===== src/design/sysctl_pkg.sv =====
// Package of constants for the system-control command decoder.
package sysctl_pkg;
  // Command byte codes.
  localparam logic [7:0] CMD_INIT = 8'h40;
  localparam logic [7:0] CMD_STANDBY = 8'h53;
  localparam logic [7:0] CMD_DISPLAY_OFF_COMMAND = 8'h58;
  localparam logic [7:0] CMD_DISP_ON = 8'h59;
  // Parameter counts per command.
  localparam logic [3:0] INIT_PARAMS = 4'h8;
  localparam logic [3:0] DISP_PARAMS = 4'h1;
  // Register offsets.
  localparam logic [3:0] REG_CFG0 = 4'h0;
  localparam logic [3:0] REG_CFG1 = 4'h1;
  localparam logic [3:0] REG_ATTR = 4'ha;
  localparam int NUM_CFG = 8;
  // Field positions in configuration register zero.
  localparam int SCREEN_ORIGIN_COMP_BIT = 5;
  localparam int FIXED_ONE_BIT = 4;
  localparam int PANEL_DRIVE_BIT = 3;
  localparam int CHAR_HEIGHT_SELECT_BIT = 2;
  localparam int CHAR_GEN_SELECT_BIT = 0;
  // Field mask of the stored first and second parameter.
  localparam logic [7:0] CFG0_MASK = 8'h2d;
  localparam logic [7:0] CFG0_FIXED = 8'h10;
  localparam logic [7:0] CFG1_MASK = 8'h8f;
  // Reset values.
  localparam logic [7:0] REG_RESET = 8'h00;
  // Parameter-sequence states.
  typedef enum logic [1:0]
  {
    SEQ_IDLE = 2'b00,
    SEQ_INIT = 2'b01,
    SEQ_DISP = 2'b10
  } seq_state_t;
endpackage


===== src/design/host_sync.sv =====
// Two-flop synchroniser for asynchronous host pins.
`timescale 1ns/1ps
`default_nettype none
module host_sync
  import sysctl_pkg::*;
#(
  parameter int WIDTH = 1
)
(
  input wire logic ref_clk, // Core clock.
  input wire logic arst_n, // Asynchronous reset, active low.
  input wire logic clk_en, // Freezes the flops while low.
  input wire logic [WIDTH-1:0] din, // Asynchronous inputs.
  output logic [WIDTH-1:0] dout // Synchronised outputs.
);
  logic [WIDTH-1:0] meta_r;

  // The first stage feeds only the second stage.
  always_ff @(posedge ref_clk or negedge arst_n)
  begin
    if (!arst_n)
    begin
      meta_r <= '0;
      dout <= '0;
    end
    else if (clk_en)
    begin
      meta_r <= din;
      dout <= meta_r;
    end
  end
endmodule
`default_nettype wire


===== src/design/sysctl_decoder.sv =====
// System-control command decoder: init, standby and display on/off commands.
// Function
// - Standby after power-up and standby command.
// - Init command byte leaves standby immediately.
// - Normal mode after init plus eight parameters.
// - Code 40h is init; parameters fill 00h-07h.
// - First parameter bit fields for register 00h.
// - Second parameter: bit 7 and bits 3-0.
// - Code 53h is standby, no parameters.
// - Code 58h is display-off, one parameter.
// - Select high is command, low is parameter.
// - Init command takes exactly eight parameters.
// - Display on/off codes 59h/58h, one parameter.
`timescale 1ns/1ps
`default_nettype none
module sysctl_decoder
  import sysctl_pkg::*;
(
  input wire logic ref_clk, // Core clock, 200 MHz.
  input wire logic arst_n, // Asynchronous reset, active low.
  input wire logic clk_en, // Freezes all state while low.
  input wire logic cmd_data_select, // Host pin: 1 command, 0 parameter.
  input wire logic wr_n, // Host write strobe pin, active low.
  input wire logic [7:0] host_data, // Host data pins.
  output logic standby, // High while in low-power standby.
  output logic normal_mode, // High once init has completed.
  output logic display_enable, // Display switched on by on command.
  output logic [7:0] cfg_reg [NUM_CFG], // Configuration registers 00h-07h.
  output logic [7:0] display_attribute_ctrl, // Register 0Ah.
  output logic [3:0] param_count // Parameters taken so far.
);
  logic [9:0] pins_sync;
  logic sel_s;
  logic wr_act_s;
  logic [7:0] data_s;
  logic wr_act_d_r;
  logic wr_pulse;
  logic cmd_wr;
  logic par_wr;
  seq_state_t state_r;
  logic [3:0] cnt_r;
  logic disp_on_pend_r;
  logic init_cmd;
  logic standby_cmd;
  logic init_last;
  logic standby_r;
  logic normal_mode_r;
  logic display_enable_r;
  logic [7:0] attr_r;
  logic [7:0] cfg_r [NUM_CFG];

  // The host bus is asynchronous, so every pin is synchronised first.
  // The strobe enters inverted: the flops reset to zero, which then equals
  // the idle level, so no false write edge follows the release of reset.
  host_sync #(.WIDTH(10)) u_sync
  (
    .ref_clk(ref_clk),
    .arst_n(arst_n),
    .clk_en(clk_en),
    .din({cmd_data_select, ~wr_n, host_data}),
    .dout(pins_sync)
  );

  // Unpack the synchronised pins; all ten bits share the same two stages.
  assign sel_s = pins_sync[9];
  assign wr_act_s = pins_sync[8];
  assign data_s = pins_sync[7:0];

  // Data settles before the strobe ends, so the end of the write is sampled.
  // The delayed copy resets to the idle level for the same reason as above.
  always_ff @(posedge ref_clk or negedge arst_n)
  begin
    if (!arst_n)
      wr_act_d_r <= 1'b0;
    else if (clk_en)
      wr_act_d_r <= wr_act_s;
  end

  // A write is taken when the synchronised active strobe drops.
  // The host holds data and select past that point, so they are still
  // valid in the cycle in which the pulse is decoded.
  assign wr_pulse = clk_en && wr_act_d_r && !wr_act_s;
  assign cmd_wr = wr_pulse && sel_s;
  assign par_wr = wr_pulse && !sel_s;

  // Shared decodes of the mode-changing writes.
  assign init_cmd = cmd_wr && (data_s == CMD_INIT);
  assign standby_cmd = cmd_wr && (data_s == CMD_STANDBY);
  assign init_last = par_wr && (state_r == SEQ_INIT)
                     && (cnt_r == INIT_PARAMS - 4'h1);

  // Returns the byte stored for an init parameter at a given index.
  // Reserved bits are forced here so a careless host cannot set them.
  function automatic logic [7:0] init_field(input logic [3:0] idx,
                                            input logic [7:0] d);
    logic [7:0] v;
    v = d;
    if (idx == 4'h0)
      v = (d & CFG0_MASK) | CFG0_FIXED;
    else if (idx == 4'h1)
      v = d & CFG1_MASK;
    else if (idx == 4'h2)
      v = d & 8'h0f;
    else if (idx == 4'h7)
      v = d & 8'h7f;
    return v;
  endfunction

  // Sequence state: which command owns the incoming parameters.
  // A command byte always wins over any open sequence: the counter and
  // the state restart, so a half-written sequence is simply abandoned
  // and its remaining bytes can never land in the wrong registers.
  always_ff @(posedge ref_clk or negedge arst_n)
  begin
    if (!arst_n)
    begin
      state_r <= SEQ_IDLE;
      cnt_r <= 4'h0;
      disp_on_pend_r <= 1'b0;
    end
    else if (cmd_wr)
    begin
      cnt_r <= 4'h0;
      disp_on_pend_r <= (data_s == CMD_DISP_ON);
      case (data_s)
        CMD_INIT: state_r <= SEQ_INIT;
        CMD_DISPLAY_OFF_COMMAND: state_r <= SEQ_DISP;
        CMD_DISP_ON: state_r <= SEQ_DISP;
        default: state_r <= SEQ_IDLE;
      endcase
    end
    else if (par_wr)
    begin
      case (state_r)
        SEQ_INIT:
        begin
          if (cnt_r == INIT_PARAMS - 4'h1)
            state_r <= SEQ_IDLE;
          cnt_r <= cnt_r + 4'h1;
        end
        SEQ_DISP:
        begin
          state_r <= SEQ_IDLE;
          cnt_r <= DISP_PARAMS;
        end
        default: state_r <= SEQ_IDLE;
      endcase
    end
  end

  // Init parameters land in order in registers 00h-07h.
  // Each slot compares the counter with its own index, so a byte that
  // arrives after the eighth finds no slot and is dropped.
  generate
    for (genvar i = 0; i < NUM_CFG; i++)
    begin : g_cfg
      always_ff @(posedge ref_clk or negedge arst_n)
      begin
        if (!arst_n)
          cfg_r[i] <= REG_RESET;
        else if (par_wr && state_r == SEQ_INIT && cnt_r == 4'(i))
          cfg_r[i] <= init_field(4'(i), data_s);
      end
    end
  endgenerate

  // The single display parameter holds all eight attribute bits.
  // The on/off choice was latched with the command byte, so the on and
  // off commands share one parameter path.
  always_ff @(posedge ref_clk or negedge arst_n)
  begin
    if (!arst_n)
    begin
      attr_r <= REG_RESET;
      display_enable_r <= 1'b0;
    end
    else if (par_wr && state_r == SEQ_DISP)
    begin
      attr_r <= data_s;
      display_enable_r <= disp_on_pend_r;
    end
  end

  // Power mode: standby at reset, left on init byte, entered on standby.
  // Init and standby bytes are distinct codes, so at most one branch of
  // the chain fires in a cycle and no set and clear can race.
  always_ff @(posedge ref_clk or negedge arst_n)
  begin
    if (!arst_n)
    begin
      standby_r <= 1'b1;
      normal_mode_r <= 1'b0;
    end
    else if (init_cmd)
    begin
      standby_r <= 1'b0;
      normal_mode_r <= 1'b0;
    end
    else if (standby_cmd)
    begin
      standby_r <= 1'b1;
      normal_mode_r <= 1'b0;
    end
    else if (init_last)
      normal_mode_r <= 1'b1;
  end

  // Every visible output is a flop; these only carry them onto the ports.
  assign standby = standby_r;
  assign normal_mode = normal_mode_r;
  assign display_enable = display_enable_r;
  assign display_attribute_ctrl = attr_r;
  assign cfg_reg = cfg_r;

  // No clock-ready gate exists here; the host owns the crystal wait.
  // A gate would need the oscillator's settle time, which only the board
  // knows, so the counter is exposed for the host to pace itself.
  assign param_count = cnt_r;
endmodule
`default_nettype wire


===== config.mk =====
export PLATFORM = sky130hd
export DESIGN_NAME = sysctl_decoder
export DESIGN_NICKNAME = d
export VERILOG_FILES = /design/src/design/sysctl_pkg.sv /design/src/design/host_sync.sv /design/src/design/sysctl_decoder.sv
export SDC_FILE = /design/constraint.sdc
export NUM_CORES = 1
export LEC_CHECK = 0
export BUFFER_PORTS_ARGS = -buffer_cell sky130_fd_sc_hd__buf_2
export CAP_MARGIN = 20
export CORE_MARGIN = 4
export CORE_UTILIZATION = 50
export CTS_BUF_LIST = sky130_fd_sc_hd__clkbuf_4
export DETAILED_ROUTE_END_ITERATION = 8
export GPL_TIMING_DRIVEN = 0
export PLACE_DENSITY = 0.74
export SLEW_MARGIN = 15
export SYNTH_ARGS = -nofsm -noshare
export SYNTH_HDL_FRONTEND = slang
export SYNTH_HIERARCHICAL = 1
export SYNTH_SLANG_ARGS = --single-unit

===== constraint.sdc =====
create_clock -name ref_clk -period 1.9 [get_ports ref_clk]
set_input_delay 0.38 -clock ref_clk [delete_from_list [all_inputs] [get_ports ref_clk]]
set_output_delay 0.38 -clock ref_clk [all_outputs]
set_load 0.01 [all_outputs]

==> key figures, run 1 <==
Global routing
  – Global route overflow: 0
  – Largest net degree at the start of global routing: 50
  – Global-route usage over all layers: 16.4%
  – Number of global-route vias before repair: 2,432
  – Initial antenna violation count: 0
  – First-pass GRT wire length: 12.6 mm

Drt
  – WL per Instance: 16.4 um
  – Post-route ant nets: 0
  – Average vias per placed instance: 5.00
  – DRC violations left: 0
  – Number of DRC violations after detailed-routing iteration 0: 133
  – Router iterations before antenna repair: 4
  – WL final: 7.84 mm
  – Via count: 2,395

Place
  – PortBufs: 80
  – RePlAce Congestion: 0.882
  – Final HPWL DP: 5.58 mm
  – Dpl ws: 0.0919 ns

STA
  – Skew final: 0.0257 ns
  – Final setup violation count: 0
  – Worst-Margin Slew: 0.616 ns
  – Rel. slew slack: 58.9%
  – Final Slew Violations: 0
  – Setup ws final: 0.143 ns
  – F_max: 569 MHz
  – RSZ-0062 raised after global routing: false
  – Min Clock Period, post-route: 1.76 ns
  – Tcrit/Tclk final: 92.5%
  – Final hold vios: 0

Worst setup path
  – Max incr delay on CP: 0.45 ns
  – RR Startpoint: u_sync/dout[8]
  – CP Class: flip-flop to flip-flop
  – Worst reg2reg endpoint: display_attribute_ctrl[3]
  – Reg2reg setup slack: 0.14 ns
  – Crit-path max FO: 9
  – R2r worst-path depth: 4
  – Critical Path Slowest Stage Cell: or4_4
  – Setup crit end kind: flip-flop
  – CP Launch Type: flip-flop
  – Crit path DAT: 2.08 ns
  – Worst-path cell chain: nand3b_2, or4_4, buf_6, mux2_4
  – CP Data Required Time: 2.22 ns

Floorplan
  – Core area: 0.00818 sq mm
  – Floorplan row count: 33
  – Io pins: 92
  – Die Ht: 99.3 um
  – Total die area: 0.00986 sq mm
  – Initial Util: 51.0%
  – Die X: 99.3 um

Clock network
  – CTS tree: done
  – Hold Buf Count CTS: 1
  – Clock Pin Slew Worst Setup and Hold Paths: 0.14 ns
  – Root Buffer: clkbuf_4
  – H-Tree Depth: 3
  – Post-CTS sizing: 0
  – Deepest clock path buffer count: 2
  – Number of setup buffers added after CTS: 0
  – Clock Sinks: 92
  – Cts bufs inserted: 9
  – Worst skew pair latency: 0.44 ns

Synthesis
  – Leading area contributor after synthesis: dfrtp_1
  – Syn_area_per_cell: 15.7 sq um
  – Synth async-reset ratio: 100%
  – Main area contributors after synthesis: dfrtp_1 (55%), mux2_4 (22%), mux2_1 (5.4%)
  – Synth top area share: 54.6%
  – Ys Warns: 6
  – List of most frequent post-synthesis cells: dfrtp_1 (91), mux2_4 (60), mux2_1 (20), buf_4 (12), nand2_1 (8)
  – Synth Flop Type: dfrtp_1
  – EDFF count, synth: 0
  – Top-count cell post-synth: dfrtp_1
  – Distinct cells, synth: 47
  – Synthesized flop and latch total: 92
  – Syn Std Cell Area: 0.00417 sq mm
  – Mapped Cells: 266
  – Sequential area share after synthesis: 55.3%

Cells and area
  – Finished Core Util: 60.1%
  – Layout net count: 386
  – Multi-input gate area: 0.00169 sq mm
  – Sequential Area: 0.00230 sq mm
  – Share of cells above drive strength 1: 51.9%
  – P&R area growth vs syn: 17.9%
  – Max reg flops: 53
  – FILL cells: 656
  – Diode count: 0

Pwr
  – Pwr dens: 741 mW/mm^2
  – Worst vdd ir: 0.447 mV
  – Power, Total: 3.64 mW
  – Leak Pwr: 2.75 nW

Run
  – MaxCap Viol Count: 0

Hold path
  – WHS Endpoint: u_sync/meta_r[4]
  – Min-delay worst type: input port to flip-flop
  – Hold path startpoint: host_data[4]
  – Hold path cells: 2

Run status
  – Status: completed
==> metal layers <==
layer	part of all wire (%)	wire length, um	vias up	global-route usage (%)
met2	46	3600	63	25.0
met4	1.2	98	0	5.78
li1	-	-	1132	-
met5	0	0	-	0
met1	48	3740	1191	22.9
met3	5.2	411	9	4.14
==> critical path, delay by kind of cell (launching register included) <==
| family | cells | cell delay, ns |
|---|---|---|
| muxes | 1 | 0.30 |
| and+or+nand+nor | 2 | 0.75 |
| buffers and inverters | 1 | 0.17 |
| DFF | 1 | 0.42 |
==> cell usage in the layout, fill, tap and decap left out, types with 5 or more instances in the layout <==
master	Yosys	layout
buf_6	5	5
buf_4	12	13
dfrtp_1	91	91
mux2_4	60	60
clkbuf_4	0	9
buf_2	1	80
mux2_1	20	20
nand2_1	8	8
clkbuf_1	5	5
conb_1	1	11
inv_1	5	5
==> cell families after synthesis <==
logic type      count (synthesis)  synth area share, %
compound gates                 19                 3.06
fa+ha+maj                       4                 1.20
buf+inv                        30                 5.10
flops                          92                 55.3
mux                            82                 27.6
other cells                     1               0.0900
simple gates                   38                 7.72
==> final cells by class <==
cell class | instances | area share [%]
clock buffers | 9 | 1.38
inverters | 6 | 0.458
plain buffers | 24 | 3.87
repair buffers | 82 | 8.81
multi-input cells | 154 | 34.4
clock inverters | 7 | 1.53
well taps | 105 | 2.67
flip-flops and latches | 92 | 46.9
==> worst max path at each step <==
stage / start / to / cells past startpoint
6_report: u_sync/dout[8] / display_attribute_ctrl[3] / 4
5_1_grt: u_sync/dout[9] / cfg_reg[56] / 5
4_1_cts: u_sync/dout[5] / standby / 4
3_5_place_dp: clk_en / cfg_reg[1] / 7
3_3_place_gp: arst_n / cfg_reg[3] / 1
2_1_floorplan: u_sync/dout[8] / display_attribute_ctrl[0] / 4
==> where the power goes <==
part / switching [mW] / leakage [nW] / total (mW) / internal [mW]
Combinational: 0.221 / 1.46 / 0.425 / 0.204
Sequential: 0.101 / 1.22 / 2.14 / 2.03
Clock: 0.671 / 0.0706 / 1.08 / 0.408
Total: 0.993 / 2.75 / 3.64 / 2.65
==> per-stage QoR <==
step	std cells	TNS, ns	hold WS, ns	instance area (sq um)
CTS	479	0	0.143	4910
finish	479	0	0.168	4910
floorplan	276	0	0.0844	4210
global route	479	0	0.131	4910
global placement	461	-31.75	0.448	4740
detailed placement	462	0	0.440	4760
(Power assumes the default switching activity.)
==> run 2, diff against run 1 <==
- CTS_BUF_LIST: sky130_fd_sc_hd__clkbuf_4 -> not set
==> run 2 against run 1 <==
  * Die area stayed put
  * Cell count is 0.21% lower
  * Register-to-register slack hardly changed
  * Highest routed layer unchanged
  * Critical endpoint is now cfg_reg[33]
==> key figures, run 2 (synthesis results as in run 1) <==
Cells and area
  – P&R area growth vs syn: 19.2%
  – Finished Layout Cells: 478 (-0.21%)
  – Max reg flops: 53 (unchanged)
  – Layout net count: 385 (-0.26%)
  – Diode count: 0 (unchanged)
  – Final instance area: 0.00497 sq mm (+1.1%)
  – Finished Core Util: 60.8% (+0.69 points)
  – Commonest non-fill, non-tap cell in the layout: dfrtp_1
  – Share of cells above drive strength 1: 52.3% (+0.41 points)
  – Commonest non-fill, non-tap cells in the layout: dfrtp_1 (91), buf_2 (80), mux2_4 (60), mux2_1 (20), buf_4 (13)

Clock network
  – Number of setup buffers added after CTS: 0 (unchanged)
  – Clock Pin Slew Worst Setup and Hold Paths: 0.09 ns (-0.05 ns)
  – CTS tree: done
  – Root Buffer: clkbuf_8
  – Clock Sinks: 92 (unchanged)
  – Deepest clock path buffer count: 2 (unchanged)
  – H-Tree Depth: 3 (unchanged)
  – Cts bufs inserted: 9 (unchanged)
  – Worst skew pair latency: 0.36 ns (-0.08 ns)
  – Hold Buf Count CTS: 0 (-1)
  – Post-CTS sizing: 0 (unchanged)

Pwr
  – Pwr dens: 786 mW/mm^2 (+6.0%)
  – P_int: 2.89 mW (+9.2%)
  – Leak Pwr: 2.78 nW (+0.90%)
  – Worst vdd ir: 0.396 mV (-12%)
  – Clock share of power: 34.5% (+4.9 points)
  – P_sw: 1.01 mW (+2.0%)
  – Seq pwr share: 54.7% (-4.0 points)
  – Combinational power share: 10.8% (-0.9 points)
  – Switching part of the total power: 25.9% (-1.3 points)

STA
  – Worst-Margin Slew: 0.614 ns (-0.00221 ns)
  – Final setup violation count: 0 (unchanged)
  – Skew final: 0.0168 ns (-0.00886 ns)
  – RSZ-0062 raised after global routing: false
  – F_max: 570 MHz (+0.12%)
  – Final hold vios: 0 (unchanged)
  – Rel. slew slack: 59.0% (+0.15 points)
  – Final Slew Violations: 0 (unchanged)
  – Tcrit/Tclk final: 92.3% (-0.11 points)
  – Min Clock Period, post-route: 1.75 ns (-0.00214 ns)

Place
  – PortBufs: 80 (unchanged)
  – Final HPWL DP: 5.58 mm (unchanged)
  – Post-place instance area: 0.00476 sq mm (unchanged)
  – Placed Cells: 462 (unchanged)
  – RePlAce Congestion: 0.882 (unchanged)

Floorplan
  – Core area: 0.00818 sq mm (unchanged)
  – Die X: 99.3 um (unchanged)
  – Floorplan row count: 33 (unchanged)
  – Total die area: 0.00986 sq mm (unchanged)
  – Initial Util: 51.0% (unchanged)
  – Io pins: 92 (unchanged)
  – Die Ht: 99.3 um (unchanged)

Worst setup path
  – Critical Path Slowest Stage Cell: dfrtp_1
  – Crit-path max FO: 10 (+1)
  – CP Launch Type: flip-flop
  – Max incr delay on CP: 0.39 ns (-0.06 ns)
  – CP Class: flip-flop to flip-flop
  – CP Data Required Time: 2.13 ns (-0.09 ns)
  – Buffer and inverter count on the worst path: 1 (unchanged)
  – Reg2reg setup slack: 0.15 ns (about the same)
  – Crit path DAT: 1.98 ns (-0.10 ns)
  – Top delay family on crit path: simple AND/OR/NAND/NOR gates
  – Setup crit end kind: flip-flop
  – Worst-path cell chain: buf_2, nor3_2, and4b_2, nand2_4, mux2_1

Global routing
  – Number of global-route vias before repair: 2,456 (+0.99%)
  – Global route overflow: 0 (unchanged)
  – Largest net degree at the start of global routing: 50 (unchanged)
  – First-pass GRT wire length: 12.7 mm (+0.83%)
  – Initial antenna violation count: 0 (unchanged)
  – Global-route usage over all layers: 16.4% (+0.018 points)

Drt
  – Average vias per placed instance: 5.01 (+0.29%)
  – Post-route ant nets: 0 (unchanged)
  – Number of DRC violations after detailed-routing iteration 0: 132 (-0.75%)
  – DRC violations left: 0 (unchanged)
  – Router iterations before antenna repair: 4 (unchanged)
  – WL final: 7.83 mm (-0.17%)
  – Via count: 2,397 (+0.084%)
  – WL per Instance: 16.4 um (about the same)

Run
  – MaxCap Viol Count: 0 (unchanged)

Hold path
  – Min-delay worst type: input port to asynchronous set/reset pin

Run status
  – Status: completed
-- run 2: changes by cell type in the layout (fill, tap and decap cells not counted), sizes merged --
| cell | before | now |
|---|---|---|
| clkinv | 2 | 1 |
| clkbuf | 14 | 15 |
| dlygate4sd3 | 1 | 0 |
-- run 2: final timing paths --
check | start | end | depth (start not counted)
min in group ref_clk | host_data[7] | u_sync/meta_r[7] | 2
worst max register to register | u_sync/dout[9] | cfg_reg[33] | 5
worst max-delay path | u_sync/dout[9] | cfg_reg[33] | 5
worst min register to register | cfg_reg[60] | cfg_reg[60] | 1
max in group asynchronous | arst_n | cfg_reg[12] | 2
worst min-delay path | arst_n | cfg_reg[37] | 1
-- run 2: layout make-up --
class / count / area (sq um)
fillers: 649 / 3210
flip-flops and latches: 92 / 2300
multi-input cells: 154 / 1690
repair buffers: 81 / 423
plain buffers: 24 / 190
clock buffers: 10 / 138
well taps: 105 / 131
clock inverters: 6 / 71.3
inverters: 6 / 22.5
-- run 2: layer usage --
layer	global-route usage (%)	vias to the layer above	wire length (um)
met5	0	-	0
met4	6.09	0	112
met3	3.72	10	415
met2	25.6	75	3650
met1	22.5	1180	3650
li1	-	1132	-
-- run 2: power by group through the flow --
stage	sequential (mW)	combinational, mW	clock [mW]
after floorplan	2.15	0.287	0
after global placement	2.17	0.415	0
after detailed placement	2.17	0.427	0
after CTS	2.13	0.429	1.38
after global routing	2.15	0.467	1.45
final	2.13	0.423	1.35
-- run 2: metrics by stage --
stage / power [mW] / worst slack, ns / hold WS (ns) / TNS, ns
2_1_floorplan: 2.44 / 0.282 / 0.0844 / 0
3_5_place_dp: 2.60 / 0.0919 / 0.440 / 0
5_1_grt: 4.06 / 0.0585 / 0.0679 / 0
4_1_cts: 3.94 / 0.152 / 0.0496 / 0
6_report: 3.90 / 0.146 / 0.0284 / 0
3_3_place_gp: 2.58 / -0.353 / 0.448 / -31.75
